## config.mk

```make
export PLATFORM = sky130hd
export DESIGN_NAME = analog_setup_regs
export DESIGN_NICKNAME = d
export VERILOG_FILES = /design/src/include/setup_regs_pkg.sv /design/src/rtl/analog_setup_regs.sv /design/src/rtl/conversion_timer.sv
export SDC_FILE = /design/constraint.sdc
export NUM_CORES = 1
export LEC_CHECK = 0
export ABC_CLOCK_PERIOD_IN_PS = 3300
export BUFFER_PORTS_ARGS = -buffer_cell sky130_fd_sc_hd__buf_2
export CORE_ASPECT_RATIO = 0.9
export CORE_MARGIN = 5
export CORE_UTILIZATION = 58
export CTS_BUF_LIST = sky130_fd_sc_hd__clkbuf_8
export DETAILED_ROUTE_END_ITERATION = 16
export PLACE_DENSITY = 0.95
export SETUP_SLACK_MARGIN = 0.3
export SYNTH_ARGS = -nofsm -noshare
export SYNTH_HDL_FRONTEND = slang
export SYNTH_SLANG_ARGS = --single-unit
```

## constraint.sdc

```tcl
create_clock -name pclk -period 3.3 [get_ports pclk]
set_input_delay 0.33 -clock pclk [delete_from_list [all_inputs] [get_ports pclk]]
set_output_delay 0.33 -clock pclk [all_outputs]
set_load 0.02 [all_outputs]
```

## src/include/setup_regs_pkg.sv

```systemverilog
// register map, field positions, reset values and timing for the analog setup block
`default_nettype none
package setup_regs_pkg;
    // register indices; byte address is four times the index
    localparam logic [5:0] ANALOG_FRONT_SETUP_IDX = 6'h03;
    localparam logic [5:0] CONVERSION_SETUP_IDX = 6'h04;
    localparam logic [5:0] REFERENCE_SETUP_IDX = 6'h20;
    localparam logic [5:0] CONVERSION_CONTROL_IDX = 6'h21;
    localparam logic [5:0] CONVERSION_STATUS_IDX = 6'h22;
    localparam logic [7:0] ANALOG_FRONT_SETUP_ADDR = {ANALOG_FRONT_SETUP_IDX, 2'b00};
    localparam logic [7:0] CONVERSION_SETUP_ADDR = {CONVERSION_SETUP_IDX, 2'b00};
    localparam logic [7:0] REFERENCE_SETUP_ADDR = {REFERENCE_SETUP_IDX, 2'b00};
    localparam logic [7:0] CONVERSION_CONTROL_ADDR = {CONVERSION_CONTROL_IDX, 2'b00};
    localparam logic [7:0] CONVERSION_STATUS_ADDR = {CONVERSION_STATUS_IDX, 2'b00};
    // reset values
    localparam logic [7:0] ANALOG_FRONT_SETUP_RESET = 8'h8b;
    localparam logic [7:0] CONVERSION_SETUP_RESET = 8'h00;
    localparam logic [7:0] REFERENCE_SETUP_RESET = 8'h00;
    // analog_front_setup fields
    localparam int BIAS_MSB = 7;
    localparam int BIAS_LSB = 6;
    localparam int GAIN_MSB = 5;
    localparam int GAIN_LSB = 3;
    localparam int MUX_AZ_BIT = 2;
    localparam int REF_CHOP_BIT = 1;
    localparam int RESERVED_BIT = 0;
    // conversion_setup fields
    localparam int CONV_MODE_MSB = 7;
    localparam int CONV_MODE_LSB = 6;
    localparam logic [1:0] CONV_MODE_CONTINUOUS = 2'h3;
    // reference_setup, conversion_control and conversion_status fields
    localparam int REF_INTERNAL_BIT = 0;
    localparam int CTRL_START_BIT = 0;
    localparam int CTRL_STOP_BIT = 1;
    localparam int STAT_BUSY_BIT = 0;
    localparam int STAT_SERIES_BIT = 1;
    // bias current codes
    localparam logic [1:0] BIAS_X2 = 2'h3;
    localparam logic [1:0] BIAS_X1 = 2'h2;
    localparam logic [1:0] BIAS_X066 = 2'h1;
    localparam logic [1:0] BIAS_X05 = 2'h0;
    // gain codes
    localparam logic [2:0] GAIN_THIRD = 3'h0;
    localparam logic [2:0] GAIN_X1 = 3'h1;
    localparam logic [2:0] GAIN_X16 = 3'h5;
    localparam logic [2:0] GAIN_X32 = 3'h6;
    localparam logic [2:0] GAIN_X64 = 3'h7;
    localparam logic [1:0] DIG_SHIFT_NONE = 2'h0;
    localparam logic [1:0] DIG_SHIFT_X2 = 2'h1;
    localparam logic [1:0] DIG_SHIFT_X4 = 2'h2;
    // timing: base conversion time in ns at a 50 ns clock
    localparam int CLK_PERIOD_NS = 50;
    localparam int BASE_CONV_NS = 3200;
    localparam int BASE_CONV_CYCLES = (BASE_CONV_NS + CLK_PERIOD_NS - 1) / CLK_PERIOD_NS;
    localparam int AZ_FACTOR = 2;
endpackage : setup_regs_pkg
`default_nettype wire

```

## src/rtl/analog_setup_regs.sv

```systemverilog
// apb register bank for the analog front setup with conversion sequencing
//
// Decided for this implementation: the APB interface to the registers.
`timescale 1ns/100ps
`default_nettype none
module analog_setup_regs
    import setup_regs_pkg::*;
#(
    parameter int BASE_CYCLES = BASE_CONV_CYCLES
) (
    input wire logic pclk,
    input wire logic presetn,
    input wire logic psel,
    input wire logic penable,
    input wire logic pwrite,
    input wire logic [7:0] paddr,
    input wire logic [31:0] pwdata,
    output logic [31:0] prdata,
    output logic pready,
    output logic pslverr,
    output logic [1:0] bias_current_sel,
    output logic [2:0] analog_gain_sel,
    output logic [1:0] digital_gain_shift,
    output logic input_mux_autozero_active,
    output logic reference_chop_active,
    output logic conv_busy,
    output logic conv_done,
    output logic conv_start_pulse
);
    logic [7:0] analog_front_setup_reg;
    logic [7:0] conversion_setup_reg;
    logic [7:0] reference_setup_reg;
    logic [31:0] prdata_reg, prdata_next;
    logic pready_reg, pslverr_reg;
    logic [1:0] bias_reg;
    logic [2:0] gain_reg;
    logic [1:0] shift_reg;
    logic az_reg, chop_reg;
    logic busy_w, start_w, done_w, series_w;

    // bus decode
    wire setup_phase = psel && !penable;
    wire access_done = psel && penable && pready_reg;
    wire wr = access_done && pwrite;
    wire hit_front = (paddr == ANALOG_FRONT_SETUP_ADDR);
    wire hit_conv = (paddr == CONVERSION_SETUP_ADDR);
    wire hit_ref = (paddr == REFERENCE_SETUP_ADDR);
    wire hit_ctrl = (paddr == CONVERSION_CONTROL_ADDR);
    wire hit_stat = (paddr == CONVERSION_STATUS_ADDR);
    wire mapped = hit_front || hit_conv || hit_ref || hit_ctrl || hit_stat;
    wire sw_start = wr && hit_ctrl && pwdata[CTRL_START_BIT];
    wire sw_stop = wr && hit_ctrl && pwdata[CTRL_STOP_BIT];
    wire continuous = (conversion_setup_reg[CONV_MODE_MSB:CONV_MODE_LSB] == CONV_MODE_CONTINUOUS);

    // field decode of the stored value
    wire [1:0] bias_field = analog_front_setup_reg[BIAS_MSB:BIAS_LSB];
    wire [2:0] gain_field = analog_front_setup_reg[GAIN_MSB:GAIN_LSB];
    wire [2:0] analog_gain_w = (gain_field >= GAIN_X32) ? GAIN_X16 : gain_field;
    wire [1:0] dig_shift_w = (gain_field == GAIN_X64) ? DIG_SHIFT_X4 :
        (gain_field == GAIN_X32) ? DIG_SHIFT_X2 : DIG_SHIFT_NONE;
    wire mux_az_w = analog_front_setup_reg[MUX_AZ_BIT];
    wire chop_w = analog_front_setup_reg[REF_CHOP_BIT] && reference_setup_reg[REF_INTERNAL_BIT];

    always_comb begin
        prdata_next = 32'h0000_0000;
        if (hit_front) begin
            prdata_next[7:0] = analog_front_setup_reg;
        end else if (hit_conv) begin
            prdata_next[7:0] = conversion_setup_reg;
        end else if (hit_ref) begin
            prdata_next[7:0] = reference_setup_reg;
        end else if (hit_stat) begin
            prdata_next[STAT_BUSY_BIT] = busy_w;
            prdata_next[STAT_SERIES_BIT] = series_w;
        end
    end

    // one wait-free access cycle: ready is raised from the setup cycle
    always_ff @(posedge pclk or negedge presetn) begin
        if (!presetn) begin
            pready_reg <= 1'b0;
        end else begin
            pready_reg <= setup_phase;
        end
    end

    // error rides with ready so a master never sees it alone
    always_ff @(posedge pclk or negedge presetn) begin
        if (!presetn) begin
            pslverr_reg <= 1'b0;
        end else begin
            pslverr_reg <= setup_phase && !mapped;
        end
    end

    // read data captured at setup, held until the next read
    wire rd_capture = setup_phase && !pwrite;

    always_ff @(posedge pclk or negedge presetn) begin
        if (!presetn) begin
            prdata_reg <= 32'h0000_0000;
        end else if (rd_capture) begin
            prdata_reg <= prdata_next;
        end
    end

    // per-register write strobes; unmapped writes fall through
    wire wr_front = wr && hit_front;
    wire wr_conv = wr && hit_conv;
    wire wr_ref = wr && hit_ref;

    // not forced to one: software owns that bit
    // reserved kept as written
    always_ff @(posedge pclk or negedge presetn) begin
        if (!presetn) begin
            analog_front_setup_reg <= ANALOG_FRONT_SETUP_RESET;
        end else if (wr_front) begin
            analog_front_setup_reg <= pwdata[7:0];
        end
    end

    always_ff @(posedge pclk or negedge presetn) begin
        if (!presetn) begin
            conversion_setup_reg <= CONVERSION_SETUP_RESET;
        end else if (wr_conv) begin
            conversion_setup_reg <= pwdata[7:0];
        end
    end

    always_ff @(posedge pclk or negedge presetn) begin
        if (!presetn) begin
            reference_setup_reg <= REFERENCE_SETUP_RESET;
        end else if (wr_ref) begin
            reference_setup_reg <= pwdata[7:0];
        end
    end

    conversion_timer #(
        .BASE_CYCLES(BASE_CYCLES)
    ) u_timer (
        .pclk(pclk),
        .presetn(presetn),
        .start(sw_start),
        .stop(sw_stop),
        .continuous(continuous),
        .autozero(mux_az_w),
        .busy(busy_w),
        .conv_start(start_w),
        .conv_done(done_w),
        .oneshot_series(series_w)
    );

    // settings other than reference chop move only at a start pulse, so a write mid-conversion waits; chop follows every cycle
    // latched at start
    always_ff @(posedge pclk or negedge presetn) begin
        if (!presetn) begin
            bias_reg <= BIAS_X1;
        end else if (start_w) begin
            bias_reg <= bias_field;
        end
    end

    always_ff @(posedge pclk or negedge presetn) begin
        if (!presetn) begin
            gain_reg <= GAIN_X1;
        end else if (start_w) begin
            gain_reg <= analog_gain_w;
        end
    end

    always_ff @(posedge pclk or negedge presetn) begin
        if (!presetn) begin
            shift_reg <= DIG_SHIFT_NONE;
        end else if (start_w) begin
            shift_reg <= dig_shift_w;
        end
    end

    always_ff @(posedge pclk or negedge presetn) begin
        if (!presetn) begin
            az_reg <= 1'b0;
        end else if (start_w) begin
            az_reg <= mux_az_w;
        end
    end

    always_ff @(posedge pclk or negedge presetn) begin
        if (!presetn) begin
            chop_reg <= 1'b0;
        end else begin
            chop_reg <= chop_w;
        end
    end

    assign prdata = prdata_reg;
    assign pready = pready_reg;
    assign pslverr = pslverr_reg;
    assign bias_current_sel = bias_reg;
    assign analog_gain_sel = gain_reg;
    assign digital_gain_shift = shift_reg;
    assign input_mux_autozero_active = az_reg;
    assign reference_chop_active = chop_reg;
    assign conv_busy = busy_w;
    assign conv_done = done_w;
    assign conv_start_pulse = start_w;
endmodule : analog_setup_regs
`default_nettype wire

```

## src/rtl/conversion_timer.sv

```systemverilog
// conversion timing sequencer: one-shot, continuous and auto-zero series
`timescale 1ns/100ps
`default_nettype none
module conversion_timer
    import setup_regs_pkg::*;
#(
    parameter int BASE_CYCLES = BASE_CONV_CYCLES,
    parameter int CW = 16
) (
    input wire logic pclk,
    input wire logic presetn,
    input wire logic start,
    input wire logic stop,
    input wire logic continuous,
    input wire logic autozero,
    output logic busy,
    output logic conv_start,
    output logic conv_done,
    output logic oneshot_series
);
    typedef enum logic {IDLE, CONVERT} timer_state_t;
    timer_state_t state_reg, state_next;
    logic [CW-1:0] count_reg, count_next;
    logic az_reg, cont_reg;
    logic [CW-1:0] length;
    logic last;
    logic cont_go;
    logic series_restart;

    assign length = az_reg ? CW'(BASE_CYCLES * AZ_FACTOR) : CW'(BASE_CYCLES);
    assign last = (count_reg == length - CW'(1));
    assign cont_go = cont_reg && !stop;
    assign series_restart = (state_reg == CONVERT) && last && cont_go && az_reg;

    always_comb begin
        state_next = state_reg;
        count_next = count_reg;
        unique case (state_reg)
            IDLE: begin
                count_next = '0;
                if (start && !stop) begin
                    state_next = CONVERT;
                end
            end
            CONVERT: begin
                count_next = count_reg + CW'(1);
                if (stop) begin
                    state_next = IDLE;
                    count_next = '0;
                end else if (last) begin
                    count_next = '0;
                    state_next = cont_go ? CONVERT : IDLE;
                end
            end
        endcase
    end

    always_ff @(posedge pclk or negedge presetn) begin
        if (!presetn) begin
            state_reg <= IDLE;
            count_reg <= '0;
            az_reg <= 1'b0;
            cont_reg <= 1'b0;
            conv_start <= 1'b0;
            conv_done <= 1'b0;
            oneshot_series <= 1'b0;
        end else begin
            state_reg <= state_next;
            count_reg <= count_next;
            conv_done <= (state_reg == CONVERT) && last && !stop;
            conv_start <= (state_reg == IDLE && start && !stop) || series_restart;
            // a refused start (stop in the same write) latches nothing
            if (state_reg == IDLE && start && !stop) begin
                az_reg <= autozero;
                cont_reg <= continuous;
                oneshot_series <= continuous && autozero;
            end else if (series_restart) begin
                // relatched like the other settings, so a cleared bit ends the series
                az_reg <= autozero;
                oneshot_series <= autozero;
            end else if (state_next == IDLE) begin
                oneshot_series <= 1'b0;
            end
        end
    end

    assign busy = (state_reg == CONVERT);
endmodule : conversion_timer
`default_nettype wire

```

* Word level (Yosys, flattened, before mapping)
Cells that the tools add are included.
Storage, ports and cells: flip-flop bits (word level) 65, input bits 45, output and inout port bits 46, word-level logic and storage cells 86
Cells by class: add/sub/neg operators 2, order comparisons 1, equal/unequal tests 10, multiplexer cells 22, bitwise gates (word level) 1, reduce and logical (&&, ||, !) cells 32
Operators by type and width (number):
- $mux W16 | 2
- $pmux W16 S2 | 1
- $eq A8 B8 Y1 const B | 3
- $mux W8 | 3
- $logic_and A1 B1 Y1 | 22
- $add A16 B1 Y16 const B | 1
- $eq A16 B16 Y1 | 1
- $sub A16 B1 Y16 const B | 1
- $mux W1 | 10
- $eq A8 B4 Y1 const B | 1
- $eq A8 B5 Y1 const B | 1
- $eq A3 B3 Y1 const B | 2
- $mux W2 | 3
- $mux W6 | 1
- $logic_or A1 B1 Y1 | 5
- $logic_not A1 Y1 | 4
- $ge A3 B3 Y1 const B | 1
- $mux W3 | 1
- $ne A3 B3 Y1 const B | 1
- $eq A2 B2 Y1 const B | 1
- $pmux W1 S2 | 1
- $reduce_bool A2 Y1 | 1
- $not A1 Y1 | 1

* Depth between registers and ports, before layout
depth in word-level cells 14, mapped depth 7, depth with buffers taken out 6

* Modules after synthesis
Synthesis repeated with hierarchy kept, for this count alone.
Second synthesis, totals: cell total of the unflattened synthesis 280, area total of the unflattened synthesis 3229.3 sq um
By module, submodules not included:
- analog_setup_regs | instances 1, cells an instance 178, area an instance 2124.5 sq um, seq. area each 1083.5 sq um
- conversion_timer | instances 1, cells an instance 102, area an instance 1104.8 sq um, seq. area each 550.5 sq um

* Worst setup path before layout
Ideal clock, no wire load.
kind input-to-reg, from in paddr[1], to reg conversion_setup_reg[0], library setup time 0.125 ns, arrival 1.881 ns, required time 3.175 ns, slack 1.294 ns, stages on the path 5, path buffers 1, cells stage by stage or3_1 buf_2 or3b_4 nor3_4 mux2_2
On the way: word-level cells in the longest chain between the ends 2
Ends and longest elaborated chain:
- start: declaration | line analog_setup_regs.sv:16 | input wire logic [7:0] paddr,
- $eq A8 B5 Y1 | line analog_setup_regs.sv:46 | wire hit_conv = (paddr == CONVERSION_SETUP_ADDR);
- $logic_and A1 B1 Y1 | line analog_setup_regs.sv:109 | wire wr_conv = wr && hit_conv;
- end signal: assignment | line analog_setup_regs.sv:126 | conversion_setup_reg <= pwdata[7:0];
- end: declaration | line analog_setup_regs.sv:31 | logic [7:0] conversion_setup_reg;
No other way between the ends. A chain may end at the register's enable or synchronous reset.

* Worst setup path after layout
from reg u_timer.count_reg[0], to reg u_timer.count_reg[6]
On the way: word-level cells in the longest chain between the ends 4, elaborated cells on any way between the ends 5, classes of those cells add/sub (1); eq/ne (1); mux (3)
Ends and longest elaborated chain:
- start: declaration | line conversion_timer.sv:23 | logic [CW-1:0] count_reg, count_next;
- start signal: assignment | line conversion_timer.sv:69 | count_reg <= count_next;
- $add A16 B1 Y16 or $eq A16 B16 Y1 (tied branches) | line conversion_timer.sv:46, conversion_timer.sv:31
- $mux W16 * | line conversion_timer.sv:50 | end else if (last) begin
- $mux W16 * | line conversion_timer.sv:47 | if (stop) begin
- $pmux W16 S2 * | line conversion_timer.sv:38 | unique case (state_reg)
- named net u_timer.count_next[6] | line conversion_timer.sv:23
The timed path passes the listed nets; every way through them passes the cells marked *.

==> results by group <==
Floorplanning
  – Top Ports: 91
  – Chip width: 87.4 microns
  – Core Rows: 25
  – Initial Util: 0.595
  – Core footprint: 5260 sq um
  – Die Y: 79.7 microns
  – Die Area: 6970 sq um

Synth
  – Sequential area share after synthesis: 0.522
  – Synth Register Bits: 65
  – Post-synth EDFFs: 0
  – Gate count after technology mapping: 273
  – Fraction of registers with async set or reset after synthesis: 1.00
  – Netlist Area Pre-Place: 3130 sq um
  – Most common flop cell mapped by yosys: dfrtp_1
  – Synth cell types: 54
  – Yosys warnings: 0
  – Synth Area per Inst: 11.5 sq um

Detailed routing
  – Remaining routing DRC violations: 0
  – Via Count: 2232
  – 1st-pass router iterations: 4
  – WL per Instance: 16.8 microns
  – Number of antenna-violating nets in the routed design: 0
  – Via density: 5.66
  – Drt total wl: 6.61 mm
  – 1st-iter DRT viols: 177

Setup path
  – CP delay by family, top: simple AND/OR/NAND/NOR gates
  – FF-to-FF path depth: 6
  – WP depth: 6
  – Reg2reg start: u_timer.count_reg[0]
  – Crit path launch type: register
  – Critical path cell sequence: ha_1 > and4b_1 > nand4_1 > or2_2 > nand2_1 > nor2_1
  – Crit path launch: u_timer.count_reg[0]
  – CP Data Arrival Time: 2.30 ns
  – RR Endpoint: u_timer.count_reg[6]
  – Crit path buf inv count: 0
  – Critical path destination: u_timer.count_reg[6]
  – Critical path type: reg -> reg
  – Slowest cell on the critical path: dfrtp_1
  – CP max stage delay: 0.42 ns
  – Critical path capture point type: register
  – Reg2reg setup slack: 1.21 ns
  – Worst-path maximum fanout: 15
  – Critical Path RT: 3.51 ns

Clocking
  – CTS resizes: 0
  – Worst skew pair latency: 0.35 ns
  – Clock Path Buffers: 2
  – Root buf cell: clkbuf_8
  – CTS buffer count: 9
  – Buffer count from post-CTS setup fixing: 0
  – Clock slew at reported path FFs: 0.08 ns
  – # H-tree levels: 3
  – Clock sink count: 65
  – Hold-fix buffers, CTS: 0
  – CTS tree: done

Cells and area
  – Commonest non-fill, non-tap cells in the layout: dfrtp_1 (59), buf_2 (42), mux2_2 (29)
  – Commonest non-fill, non-tap cell in the layout: dfrtp_1
  – # fillers: 380
  – Area Growth Syn to Fin: 12.3%
  – Nets: 368
  – Fin util: 0.669
  – Total inserted antenna cells: 0
  – Largest register FFs: 16
  – Layout cell share with drive strength beyond 1: 0.327

GRT
  – Global Route met3 Usage: 0.0547
  – Grt met2 use: 0.294
  – First-pass GRT wire length: 10.9 mm
  – Initial antenna violation count: 0
  – Total gr overflow: 0
  – Vias in the first global route: 2228
  – Largest net degree at the start of global routing: 51
  – GRT busiest layer: met2
  – Gr usage total: 0.208
  – Met1 usage: 0.281

Timing
  – Max-slew headroom: 0.276
  – Layout Skew: 0.0122 ns
  – Setup tns final: 0 ns
  – Final min period: 2.09 ns
  – Hold Fails Final Rpt: 0
  – Final period util: 0.634
  – Final max-slew violation count: 0
  – Worst Max-Slew Pin Slew: 1.09 ns
  – Fmax: 478 MHz
  – Setup violators final: 0
  – RSZ-0062 raised after global routing: false

Placed design
  – Port Buf Inserts: 42
  – RePlAce Congestion: 0.899
  – DP HPWL: 4.74 mm

Power and ir drop
  – PwrDens: 439 nW/um^2
  – NetSw: 383 uW
  – Peak supply drop: 0.000255 V
  – Internal Power: 1160 uW
  – Sequential power share: 0.519
  – Comb pwr share: 0.054
  – Static leakage: 0.00171 uW
  – Net Sw Frac: 0.248
  – Clock Power Share: 0.427

Run
  – Max_cap viols: 0

Run status
  – Status: complete, no violations

Worst hold path
  – Min-Delay Path Class: in -> reg
-- logic make-up (layout without fill, tap and decap cells) --
logic type | Yosys count | in the layout | share of synthesized area
and+or+nand+nor | 89 | 89 | 0.166
adders and majority gates | 1 | 1 | 0.00400
buffers and inverters | 35 | 66 | 0.0720
muxes | 32 | 32 | 0.116
xor gates and xnor gates | 15 | 15 | 0.0420
DFF | 65 | 65 | 0.522
other | 1 | 24 | 0.00120
AOI/OAI and AO/OA | 35 | 35 | 0.0772
-- synth_stat cells (all sizes together) (2+ instances only) --
cell | instances | area (sq um)
dfrtp | 59 | 1480
mux2 | 30 | 342
buf | 29 | 203
nor2 | 25 | 96.4
nand2 | 17 | 63.8
o21ai | 12 | 60.1
xor2 | 11 | 96.3
and3 | 8 | 50.1
a22oi | 6 | 45.0
a2bb2oi | 6 | 52.6
dfstp | 6 | 158
nand3 | 6 | 30.0
nor3 | 6 | 52.6
inv | 5 | 18.8
nand4 | 5 | 31.3
xnor2 | 4 | 35.0
nor4 | 3 | 40.0
a21oi | 2 | 10.0
mux2i | 2 | 20.0
nand2b | 2 | 12.5
nor2b | 2 | 12.5
nor3b | 2 | 20.0
o31ai | 2 | 15.0
or2 | 2 | 12.5
or3 | 2 | 12.5
or3b | 2 | 20.0
-- routing by layer --
layer | vias to the layer above | wire, microns
li1 | 1013 | -
met1 | 1088 | 2740
met2 | 103 | 3000
met3 | 28 | 609
met4 | 0 | 256
met5 | - | 0
-- metrics by stage --
step,hold WS [ns],instance area [sq um],setup WS (ns),total power [uW],std cells
floorplan,0.0344,3220,1.29,882,296
global route,0.156,3510,1.12,1610,394
detailed placement,0.465,3330,0.996,899,378
CTS,0.164,3510,1.22,1550,394
global placement,0.457,3330,1.04,897,378
finish,0.167,3510,1.21,1540,394
-- power groups by stage --
stage / clock [uW] / combinational, uW / sequential, uW
after detailed placement: 0 / 83.4 / 816
final: 660 / 83.7 / 801
after floorplan: 0 / 64.5 / 818
after CTS: 667 / 83.9 / 801
after global routing: 717 / 93.3 / 801
after global placement: 0 / 80.8 / 816
-- worst min path at each step --
stage                          from                         to  slack [ns]  depth (start not counted)
after floorplan             presetn  analog_front_setup_reg[2]        0.03                          0
after global placement    prdata[4]                  prdata[4]        0.46                          2
after detailed placement  prdata[4]                  prdata[4]        0.47                          2
after CTS                   penable                     pready        0.16                          2
after global routing        penable                     pready        0.16                          2
final                       penable                     pready        0.17                          2
-- final cells by class --
class,count,area (sq um),share of cell area
clock buffers,9,124,0.0352
clock inverters,7,65.1,0.0185
inverters,5,18.8,0.00534
multi-input cells,196,1360,0.386
flip-flops and latches,65,1630,0.465
well taps,67,83.8,0.0239
repair buffers,45,233,0.0662
No activity file was read; power rests on OpenSTA's default activity.
